**src/cmt_pkg.sv**
```systemverilog
package cmt_pkg;
  // register indices as printed; byte address is four times the index
  localparam logic [7:0] CH1_LOW_IDX = 8'h82;
  localparam logic [7:0] CH1_HIGH_IDX = 8'h83;
  localparam logic [7:0] CH2_LOW_IDX = 8'h84;
  localparam logic [7:0] CH2_HIGH_IDX = 8'h85;
  localparam logic [7:0] CH3_LOW_IDX = 8'h86;
  localparam logic [7:0] CH3_HIGH_IDX = 8'h87;
  localparam logic [7:0] CH4_LOW_IDX = 8'h88;
  localparam logic [7:0] CH4_HIGH_IDX = 8'h89;
  // entry count and channel count
  localparam int NUM_REGS = 8;
  localparam int NUM_CHANS = 4;
  // field position and reset value of every entry
  localparam int FIELD_MSB = 7;
  localparam int FIELD_LSB = 0;
  localparam logic [7:0] RESET_VAL = 8'hff;
  // ahb encodings
  localparam logic [1:0] HTRANS_NONSEQ = 2'h2;
  localparam logic HRESP_OKAY = 1'h0;
endpackage

```
**src/cmt_min_tracker.sv**
```systemverilog
// Implementation choice: the AHB-Lite slave port.
`timescale 1ns/10ps
// Function
// RULE_01 - keep lowest code per channel, bits 7-0
// RULE_02 - read returns value, then reloads 0xFF
// RULE_03 - reset leaves every entry all ones
// RULE_04 - low byte even, high byte odd address
// RULE_05 - replace only on strictly lower code
module cmt_min_tracker (
  input wire logic hclk,
  input wire logic hresetn,
  input wire logic hsel,
  input wire logic [31:0] haddr,
  input wire logic [1:0] htrans,
  input wire logic hwrite,
  input wire logic [2:0] hsize,
  input wire logic [31:0] hwdata,
  input wire logic hready,
  output logic hreadyout,
  output logic hresp,
  output logic [31:0] hrdata,
  input wire logic conv_valid,
  input wire logic [1:0] conv_chan,
  input wire logic [15:0] conv_code
);

  // overview of the storage:
  // - eight byte entries, two per channel, low byte first
  // - entry index is the word index less the channel 1 low index
  // - even entry is the low byte, odd entry the high byte
  // - channel n (0 based) owns entries 2n and 2n+1
  // - each entry comes out of reset as all ones
  // - a read of an entry reloads only that entry
  // - the partner byte of the pair keeps its value on that read
  // - a conversion replaces both bytes of its pair together
  // - the compare is on the whole 16-bit pair, not per byte
  // why compare on the pair:
  // - a per-byte minimum could mix halves of two different codes
  // - the pair then holds one real code, or all ones, until one byte of it is read
  // limitation:
  // - after a read of one byte the pair is half reloaded
  // - the next compare sees that half-reloaded pair as the bound
  // - software should read the low byte, then the high byte, back to back
  // trade-off:
  // - flip-flop storage, eight bytes, no memory macro needed
  // - all entries compare in parallel, no arbitration cycles
  // held minimum bytes, entry 0 is channel 1 low byte
  logic [7:0] min_q [cmt_pkg::NUM_REGS];
  logic [7:0] min_d [cmt_pkg::NUM_REGS];
  // read data register for the data phase
  logic [31:0] rdata_q;
  logic [31:0] rdata_d;
  // bases after any reload, and per-channel compare results
  logic [7:0] base [cmt_pkg::NUM_REGS];
  logic [cmt_pkg::NUM_CHANS-1:0] lower;
  // address decode
  logic [7:0] word_idx;
  logic hit;
  logic [2:0] entry;
  logic rd_take;
  logic wr_take;

  // bus side notes:
  // - the slave never stretches a transfer, so hreadyout is constant
  // - there is no error case, so hresp is constant okay
  // - read data is registered and stands until the next read is taken
  // - writes are taken and then dropped, the entries are read only
  // - hsize is not decoded, only whole words are expected
  // zero wait state slave, always okay
  assign hreadyout = 1'b1;
  assign hresp = cmt_pkg::HRESP_OKAY;
  assign hrdata = rdata_q;

  // word index from byte address; only aligned words decode
  assign word_idx = haddr[9:2];
  always_comb begin
    // only the eight printed indices hit
    hit = (haddr[31:10] == 22'h0) && (haddr[1:0] == 2'h0) &&
          (word_idx >= cmt_pkg::CH1_LOW_IDX) && (word_idx <= cmt_pkg::CH4_HIGH_IDX);
    entry = 3'(word_idx - cmt_pkg::CH1_LOW_IDX); // RULE_04
  end

  // a transfer is taken on the address phase; hsize is not checked, word only
  assign rd_take = hsel && hready && htrans[1] && !hwrite && hit;
  assign wr_take = hsel && hready && htrans[1] && hwrite;

  // per-entry next value, in this order of priority:
  // - a lower conversion for this channel wins
  // - else a read of this entry reloads all ones
  // - else the entry keeps its value
  // the reload comes first into base, so that a conversion arriving
  // on the same edge as the read is compared with the read byte as all ones
  // and is not lost; the read still returns the old value
  genvar gi;
  generate
    for (gi = 0; gi < cmt_pkg::NUM_REGS; gi++) begin : g_entry
      // reload first, so a conversion in the same cycle still lands
      always_comb begin
        if (rd_take && (entry == 3'(gi))) begin
          base[gi] = cmt_pkg::RESET_VAL; // RULE_02
        end else begin
          base[gi] = min_q[gi];
        end
      end
      // take the matching byte when this channel saw a lower code
      always_comb begin
        if (conv_valid && (conv_chan == 2'(gi / 2)) && lower[gi / 2]) begin
          min_d[gi] = (gi % 2 == 1) ? conv_code[15:8] : conv_code[7:0]; // RULE_05
        end else begin
          min_d[gi] = base[gi];
        end
      end
      // storage; writes never reach it, the entries are read only
      always_ff @(posedge hclk or negedge hresetn) begin
        if (!hresetn) begin
          min_q[gi] <= cmt_pkg::RESET_VAL; // RULE_03
        end else begin
          min_q[gi] <= min_d[gi]; // RULE_01
        end
      end
    end
    for (gi = 0; gi < cmt_pkg::NUM_CHANS; gi++) begin : g_chan
      // strictly lower against the reloaded 16-bit pair
      assign lower[gi] = conv_code < {base[2*gi+1], base[2*gi]}; // RULE_05
    end
  endgenerate

  // read path notes:
  // - the value is taken from min_q, before any reload of this edge
  // - unmapped or misaligned reads answer zero and clear nothing
  // - the register holds when no read is taken, so the data phase
  //   can be sampled at any later edge before the next read
  // read data captured with the old value at the taking edge
  always_comb begin
    rdata_d = rdata_q;
    if (hsel && hready && htrans[1] && !hwrite) begin
      // unmapped reads answer zero
      rdata_d = hit ? {24'h0, min_q[entry][cmt_pkg::FIELD_MSB:cmt_pkg::FIELD_LSB]} : 32'h0;
    end
  end

  // read data register
  always_ff @(posedge hclk or negedge hresetn) begin
    if (!hresetn) begin
      rdata_q <= 32'h0;
    end else begin
      rdata_q <= rdata_d;
    end
  end

  // helper logic for the checks below
  logic started_q;
  logic [63:0] min_flat;
  always_ff @(posedge hclk or negedge hresetn) begin
    if (!hresetn) begin
      started_q <= 1'b0;
    end else begin
      started_q <= 1'b1;
    end
  end
  always_comb begin
    for (int i = 0; i < cmt_pkg::NUM_REGS; i++) begin
      min_flat[8*i +: 8] = min_q[i];
    end
  end
  logic [15:0] held_sel;
  assign held_sel = {min_q[{conv_chan, 1'b1}], min_q[{conv_chan, 1'b0}]};

  a_reset_ones: assert property (@(posedge hclk) disable iff (!hresetn) // RULE_03
    !started_q |-> min_flat == {8{cmt_pkg::RESET_VAL}})
    else $error("entries not all ones after reset");

  a_read_reload: assert property (@(posedge hclk) disable iff (!hresetn) // RULE_02
    rd_take && !conv_valid |=> min_q[$past(entry)] == cmt_pkg::RESET_VAL)
    else $error("read did not reload entry");

  a_read_value: assert property (@(posedge hclk) disable iff (!hresetn) // RULE_01
    rd_take |=> hrdata == {24'h0, $past(min_q[entry])})
    else $error("read data not the held value");

  a_high_map: assert property (@(posedge hclk) disable iff (!hresetn) // RULE_04
    rd_take && word_idx == cmt_pkg::CH4_HIGH_IDX |=> hrdata[7:0] == $past(min_q[7]))
    else $error("odd index not the high byte");

  a_write_ignored: assert property (@(posedge hclk) disable iff (!hresetn) // RULE_02
    wr_take && !conv_valid |=> $stable(min_flat))
    else $error("write changed an entry");

  a_lower_taken: assert property (@(posedge hclk) disable iff (!hresetn) // RULE_05
    conv_valid && !rd_take && conv_code < held_sel
    |=> {min_q[{$past(conv_chan), 1'b1}], min_q[{$past(conv_chan), 1'b0}]} == $past(conv_code))
    else $error("lower code not taken");

  a_not_lower_kept: assert property (@(posedge hclk) disable iff (!hresetn) // RULE_05
    conv_valid && !rd_take && !wr_take && conv_code >= held_sel |=> $stable(min_flat))
    else $error("entry changed without a lower code");

  a_okay_resp: assert property (@(posedge hclk) disable iff (!hresetn)
    rd_take |=> hreadyout && hresp == cmt_pkg::HRESP_OKAY)
    else $error("response not okay");

  // even index maps to the low byte of the pair
  a_low_map: assert property (@(posedge hclk) disable iff (!hresetn) // RULE_04
    rd_take && word_idx == cmt_pkg::CH1_LOW_IDX |=> hrdata[7:0] == $past(min_q[0]))
    else $error("even index not the low byte");

  // reads outside the table return zero
  a_unmapped_zero: assert property (@(posedge hclk) disable iff (!hresetn) // RULE_01
    hsel && hready && htrans[1] && !hwrite && !hit |=> hrdata == 32'h0)
    else $error("unmapped read not zero");

  // read data stands while no read is taken
  a_rdata_hold: assert property (@(posedge hclk) disable iff (!hresetn) // RULE_01
    !(hsel && hready && htrans[1] && !hwrite) |=> $stable(hrdata))
    else $error("read data changed without a read");

endmodule

```
**config.mk**
```make
export PLATFORM = sky130hd
export DESIGN_NAME = cmt_min_tracker
export DESIGN_NICKNAME = d
export VERILOG_FILES = /design/src/cmt_pkg.sv /design/src/cmt_min_tracker.sv
export SDC_FILE = /design/constraint.sdc
export NUM_CORES = 1
export LEC_CHECK = 0
export ABC_AREA = 1
export BUFFER_PORTS_ARGS = -buffer_cell sky130_fd_sc_hd__buf_2
export CAP_MARGIN = 20
export CORE_MARGIN = 4
export CORE_UTILIZATION = 35
export DETAILED_ROUTE_END_ITERATION = 6
export SLEW_MARGIN = 0
export SYNTH_ARGS = -nofsm -noshare
export SYNTH_HDL_FRONTEND = slang
export SYNTH_SLANG_ARGS = --single-unit
```
**constraint.sdc**
```tcl
create_clock -name hclk -period 3 [get_ports hclk]
set_clock_uncertainty 0.2 [all_clocks]
set_input_delay 0.6 -clock hclk [delete_from_list [all_inputs] [get_ports hclk]]
set_output_delay 0.6 -clock hclk [all_outputs]
set_load 0.01 [all_outputs]
```
==> impl_metrics.yaml, run 1 <==
status:
  status: "finished with violations"
  violations: "setup timing"
global_routing:
  met1_usage_pct: 26.5
  grt_pass1_vias: 5657
  grt_pass1_wl_microns: 29800
  grt_max_degree: 73
  grt_usage_pct: 21.0
  grt_overflow: 0
  use_met2_pct: 36.3
  use_met3_pct: 3.20
  antenna_found_initial: 0
  busiest_layer: "met2"
worst_setup_path:
  path_cells: "buf_2 > inv_4 > nand2_2 > nor2_4 > o21ai_2 > nor4_2 > buf_4 > nand2_4 > buf_6 > nor2_4 > buf_12 > nor2_4 > buf_4 > buf_4 > buf_4 > buf_4 > buf_4 > buf_4 > buf_4 > buf_4 > buf_4 > inv_1 > nand2_2 > nand2_2"
  crit_top_cell: "buf_4"
  rrSetupSlack_ns: 0.62
  cpMaxStageDelayCell: "nor4_2"
  critPathRequiredTime_ns: 3.09
  r2r_end: "min_flat[54]$_DFF_PN1_"
  critPathMaxStageDelay_ns: 0.27
  arrival_ns: 3.22
  worstSetupStartpointType: "input port"
  rr_startpoint: "min_flat[61]$_DFF_PN1_"
  path_buf_inv: 15
  crit_family: "buffers and inverters"
  crit_fanout: 7
  end_kind: "flop"
  crit_type: "in2reg"
  crit_cells: 24
  ff2ff_path_depth: 12
sta:
  period_share_pct: 104
  holdWs_ns: 0.0926
  post-route-min-period_ns: 3.13
  setup_viol: 63
  grt_setup_unrepaired: "yes"
  finalMaxSlewViolations: 0
  fmax_ghz: 0.319
  hold_viol: 0
  setup_ws_ns: -0.131
pwr:
  p_sw_share_pct: 39.3
  power_density_mw_per_mm2: 733
  p_seq_share_pct: 34.4
  ir_drop_uv: 355
  p_comb_share_pct: 48.9
  p_int_uw: 3620
  p_leak_uw: 0.00423
  p_switching_uw: 2340
  clkPwrFrac_pct: 16.7
synthesis:
  syn_avg_cell_area_sq_um: 7.05
  synthCells: 822
  async_flop_share_pct: 100
  synth_top_area_share_pct: 29.0
  ys.warnings.count: 0
  yosysSeqAreaShare_pct: 32.5
  synthFlopType: "dfstp_2"
  syn-cell-area_sq_mm: 0.00580
  yosysTopAreaCell: "dfstp_2"
  yosys-top-cells-area: "dfstp_2 29%, nand2_1 16%, ha_1 13%"
  synthDistinctLibCells: 36
  ys_seq_elements: 72
  synth_edf_count: 0
floorplanning:
  start_util_pct: 36.1
  die_w_microns: 137
  die-area_sq_mm: 0.0187
  io_pins: 127
  die_height_microns: 137
  core-area_sq_mm: 0.0161
  num_rows: 46
clocking:
  numCtsBuffers: 9
  clk_path_buf_depth: 2
  hold_buffers: 0
  cts.sinks: 72
  cts_max_level: 3
  clk_latency_ns: 0.35
  cts.clk_slew.worst_paths_ns: 0.06
  cts-root-buf: "clkbuf_16"
  cts_tree: "built"
final_layout:
  fin_nets: 1128
  final_cells: 1196
  final_area_sq_mm: 0.00813
  antenna_cells: 0
  synthToLayoutAreaGrowth_pct: 40.2
  layout-drive-gt1-share_pct: 37.0
placement:
  routabilityCongestion: 0.866
  placed_area_sq_mm: 0.00690
  place_inst: 1151
  place_ws_ns: -0.577
  dp_hpwl_microns: 13600
  port_buffers: 64
route:
  drt_iter0_drc: 360
  drtPass1Iterations: 5
  vias_per_cell: 4.91
  antenna_left: 0
  wl_microns: 19600
  drc: 0
  route.vias.total: 5870
  routed_wire_length_per_instance_microns: 16.4
job:
  maxCapViolCount: 0
worst_hold_path:
  hold_class: "in2async"
==> registers in the layout, indices dropped and copies added (netlist names) <==
register,cells
min_flat,64
hrdata,8
==> cells in the mapped netlist (2+ instances only) <==
cell type,n
nor2_1,69
ha_1,60
nor3_1,7
buf_4,27
buf_2,4
a32o_1,8
dfrtp_1,8
conb_1,2
nand2_2,8
nor4_1,6
dfstp_2,64
o21ai_0,20
nand2_4,2
clkbuf_1,7
nand4_1,12
o22ai_1,32
nand3_1,68
a211oi_1,7
inv_1,127
a21oi_1,20
nand2_1,241
buf_1,2
nor2_2,2
buf_6,6
clkinv_1,2
==> worst max-delay path by stage <==
stage | start | endpoint | slack, ns
finish | haddr[8] | min_flat[53]$_DFF_PN1_ | -0.13
floorplan | hwrite | min_flat[17]$_DFF_PN1_ | -0.28
CTS | haddr[21] | min_flat[51]$_DFF_PN1_ | -0.08
global route | haddr[6] | min_flat[17]$_DFF_PN1_ | -0.31
global placement | haddr[21] | min_flat[17]$_DFF_PN1_ | -0.54
detailed placement | haddr[8] | min_flat[17]$_DFF_PN1_ | -0.58
==> metrics by stage <==
| stage | total power [uW] | util, % | setup TNS (ns) |
|---|---|---|---|
| after CTS | 5790 | 48.8 | -2.07 |
| after detailed placement | 4470 | 42.9 | -34.26 |
| after global routing | 6490 | 50.6 | -15.99 |
| final | 5960 | 50.6 | -3.59 |
| after global placement | 4410 | 42.9 | -32.91 |
| after floorplan | 3630 | - | -8.45 |
==> timing repair <==
item	in CTS	in global routing
gates resized for setup	90	54
setup endpoints to repair	64	64
gates cloned	5	1
pin swaps	38	44
setup buffers	21	4
==> worst register-to-register path, cell delays in order, from the launching register on <==
cell,delay [ns]
dfstp_2,0.54
inv_1,0.07
nand2_4,0.06
inv_2,0.04
ha_4,0.23
a21oi_2,0.13
o21ai_1,0.09
a2111oi_2,0.33
o21ai_1,0.11
bufinv_8,0.25
clkbuf_16,0.17
nand3_2,0.06
nand2_1,0.07
==> cells by family (layout without fill, tap and decap cells) <==
kind of cell    count (synthesis)  after routing  synth area share (%)
other cells                     2             26                 0.130
simple gates                  420            422                  30.6
flops                          72             72                  32.5
compound gates                 92             92                  9.86
buf+inv                       176            308                  14.0
fa+ha+maj                      60             60                  13.0
==> layout by cell type (no fill, tap or decap), types with 14 or more instances in the layout <==
cell type  count
inv_1        120
o21ai_0       17
nand3_1       38
buf_4         70
nand2_4       14
nand2_1      219
dfstp_2       64
o22ai_1       32
buf_6         16
nand2_2       16
buf_2         60
nand3_2       29
nor2_1        51
conb_1        26
ha_1          50
==> final cells by class <==
| class | count | area, sq um |
|---|---|---|
| inverter | 130 | 527 |
| timing repair buffer | 162 | 1330 |
| fill | 1572 | 7930 |
| tap | 216 | 270 |
| clock buffer | 16 | 262 |
| sequential | 72 | 1880 |
| multi-input combinational | 600 | 3860 |
==> power by group through the flow <==
| stage | clock network, uW | registers [uW] | logic, uW |
|---|---|---|---|
| floorplan | 0 | 1870 | 1770 |
| global placement | 0 | 2040 | 2370 |
| detailed placement | 0 | 2050 | 2420 |
| CTS | 1010 | 2050 | 2740 |
| global route | 1050 | 2090 | 3340 |
| finish | 994 | 2050 | 2910 |
==> routing by layer <==
layer,routed length (microns),vias to the layer above
met2,9620,185
met4,464,0
met3,1110,34
li1,-,2938
met5,0,-
met1,8400,2713
Power figures use the tool's default switching activity.
==> run 2: changes to the inputs <==
--- a/config.mk
+++ b/config.mk
@@ -7,10 +7,11 @@
 export LEC_CHECK = 0
 export ABC_AREA = 1
 export BUFFER_PORTS_ARGS = -buffer_cell sky130_fd_sc_hd__buf_2
-export CAP_MARGIN = 20
+export CAP_MARGIN = 5
 export CORE_MARGIN = 4
 export CORE_UTILIZATION = 35
 export DETAILED_ROUTE_END_ITERATION = 6
+export HOLD_SLACK_MARGIN = 0.12
 export SLEW_MARGIN = 0
 export SYNTH_ARGS = -nofsm -noshare
 export SYNTH_HDL_FRONTEND = slang
==> constraint.sdc (replaced) <==
create_clock -name hclk -period 2.95 [get_ports hclk]
set_clock_uncertainty 0.2 [all_clocks]
set_input_delay 0.59 -clock hclk [delete_from_list [all_inputs] [get_ports hclk]]
set_output_delay 0.59 -clock hclk [all_outputs]
set_load 0.01 [all_outputs]
==> run 2 against run 1 <==
Net effect:
- the flow still finishes with violations (setup timing)
- global-route usage grew 1.5 points
- critical path depth shrank 3
- via count grew 6.0%
- sequential share of layout area shrank 2.2 points
- non-clock buffer count grew 23
- sequential cell count is the same
- clock-buffer cell count shrank 1
- combinational power grew 21%
==> impl_metrics.yaml, run 2 (synthesis results as in run 1) <==
status:
  status: "finished with violations"
  violations: "setup timing"
pwr:
  clkPwrFrac_pct: 16.2
  p_seq_share_pct: 31.5
  p_switching_uw: 2700
  p_comb_share_pct: 52.3
  p_sw_share_pct: 40.0
  p_leak_uw: 0.00440
  ir_drop_uv: 430
  p_int_uw: 4050
  power_density_mw_per_mm2: 751
sta:
  fmax_ghz: 0.322
  finalMaxSlewViolations: 0
  setup_ws_ns: -0.158
  period_share_pct: 105
  hold_viol: 0
  grt_setup_unrepaired: "yes"
  post-route-min-period_ns: 3.11
  holdWs_ns: 0.342
  setup_viol: 64
  setup_tns_ns: -6.89
worst_setup_path:
  cpMaxStageDelayCell: "a21boi_4"
  crit_type: "in2reg"
  path_cells: "buf_6 > nor2_4 > nand2_1 > nor2_1 > nand2_1 > nor2_2 > and3_4 > nand4_1 > buf_6 > buf_8 > nand2_4 > inv_4 > ha_4 > nand4_1 > a21oi_2 > nor4_2 > a21boi_4 > buf_6 > nand2_8 > nand2_1 > nand2_1"
  critPathRequiredTime_ns: 3.02
  crit_fanout: 8
  arrival_ns: 3.18
  rr_startpoint: "min_flat[25]$_DFF_PN1_"
  crit_top_cell: "nand2_1"
  end_kind: "flop"
  worstSetupStartpointType: "input port"
  crit_start: "haddr[6]"
  critPathMaxStageDelay_ns: 0.30
route:
  routed_wire_length_per_instance_microns: 17.3
  drtPass1Iterations: 5
  drt_iter0_drc: 529
  vias_per_cell: 5.10
  antenna_left: 0
  drc: 0
  wl_microns: 21100
  route.vias.total: 6223
global_routing:
  grt_max_degree: 73
  grt_overflow: 0
  antenna_found_initial: 0
  grt_pass1_wl_microns: 32200
  grt_usage_pct: 22.5
  grt_pass1_vias: 6240
floorplanning:
  io_pins: 127
  die_w_microns: 137
  die-area_sq_mm: 0.0187
  num_rows: 46
  start_util_pct: 36.1
  core-area_sq_mm: 0.0161
  die_height_microns: 137
clocking:
  numCtsBuffers: 9
  clk_latency_ns: 0.34
  cts_max_level: 3
  cts.clk_slew.worst_paths_ns: 0.06
  clk_path_buf_depth: 2
  cts-root-buf: "clkbuf_16"
  cts_tree: "built"
  cts.sinks: 72
final_layout:
  fin_nets: 1153
  synthToLayoutAreaGrowth_pct: 54.8
  mostFrequentLayoutCell: "nand2_1"
  largest_reg_flops: 64
  layout.cells.most_common_list: "174 x nand2_1, 111 x inv_1, 77 x buf_4"
  fill_cells: 1466
  antenna_cells: 0
  layout-drive-gt1-share_pct: 47.9
placement:
  port_buffers: 64
  routabilityCongestion: 0.835
  dp_hpwl_microns: 14100
worst_hold_path:
  hold_class: "reg2reg"
  hp-start: "hrdata[0]$_DFFE_PN0P_"
job:
  maxCapViolCount: 0
-- run 2: cell type report --
class	count	area [sq um]	share of cell area (%)
Sequential cell	72	1880	21.0
Clock inverter	1	30.0	0.335
Tap cell	216	270	3.01
Inverter	130	504	5.62
Multi-Input combinational cell	602	4450	49.6
Timing Repair Buffer	185	1580	17.6
Clock buffer	15	258	2.87
-- run 2: stage by stage --
| stage | utilization [%] | power, uW | std cells | setup WS [ns] | area, sq um |
|---|---|---|---|---|---|
| 2_1_floorplan | - | 3690 | 846 | -0.315 | 6050 |
| 3_3_place_gp | 43.1 | 4550 | 1157 | -0.646 | 6920 |
| 3_5_place_dp | 43.1 | 4620 | 1157 | -0.649 | 6920 |
| 4_1_cts | 53.1 | 6330 | 1216 | -0.107 | 8530 |
| 5_1_grt | 55.9 | 7280 | 1221 | -0.303 | 8980 |
| 6_report | 55.9 | 6740 | 1221 | -0.158 | 8980 |
-- run 2: layer usage --
metal  up-vias  global-route usage [%]  part of all wire (%)
met5         -                       0                     0
li1       2985                       -                     -
met2       245                    38.9                    50
met4         0                    10.2                   4.2
met3        60                    5.07                   6.7
met1      2933                    26.6                    39
-- run 2: what timing repair did --
| action | CTS | global route |
|---|---|---|
| gates cloned | 9 | 0 |
| endpoints found under the hold margin | 8 | 0 |
| buffers inserted | 33 | 9 |
| pin swaps | 60 | 63 |
| hold buffers | 1 | 0 |
| endpoints found under the setup margin | 64 | 64 |
| gates resized for setup | 179 | 106 |
-- run 2: final timing paths --
kind	to	slack, ns	cells after the start
min in group asynchronous	hrdata[7]$_DFFE_PN0P_	0.63	3
setup / recovery	min_flat[28]$_DFF_PN1_	-0.16	21
max in group asynchronous	min_flat[14]$_DFF_PN1_	1.56	3
hold / removal	hrdata[0]$_DFFE_PN0P_	0.34	1
hold reg to reg	hrdata[0]$_DFFE_PN0P_	0.34	1
setup reg to reg	min_flat[28]$_DFF_PN1_	0.57	13
-- run 2: worst max-delay path, delay by kind of cell --
| family | cells | cell delay, ns |
|---|---|---|
| adders and majority gates | 1 | 0.22 |
| AOI/OAI and AO/OA | 2 | 0.35 |
| and+or+nand+nor | 13 | 1.38 |
| buffers and inverters | 5 | 0.62 |
-- run 2: power groups by stage --
stage,Clock (uW),Combinational [uW],Sequential [uW]
floorplan,0,1800,1900
global placement,0,2470,2080
detailed placement,0,2520,2100
CTS,1100,3130,2100
global route,1160,3960,2160
finish,1090,3530,2120
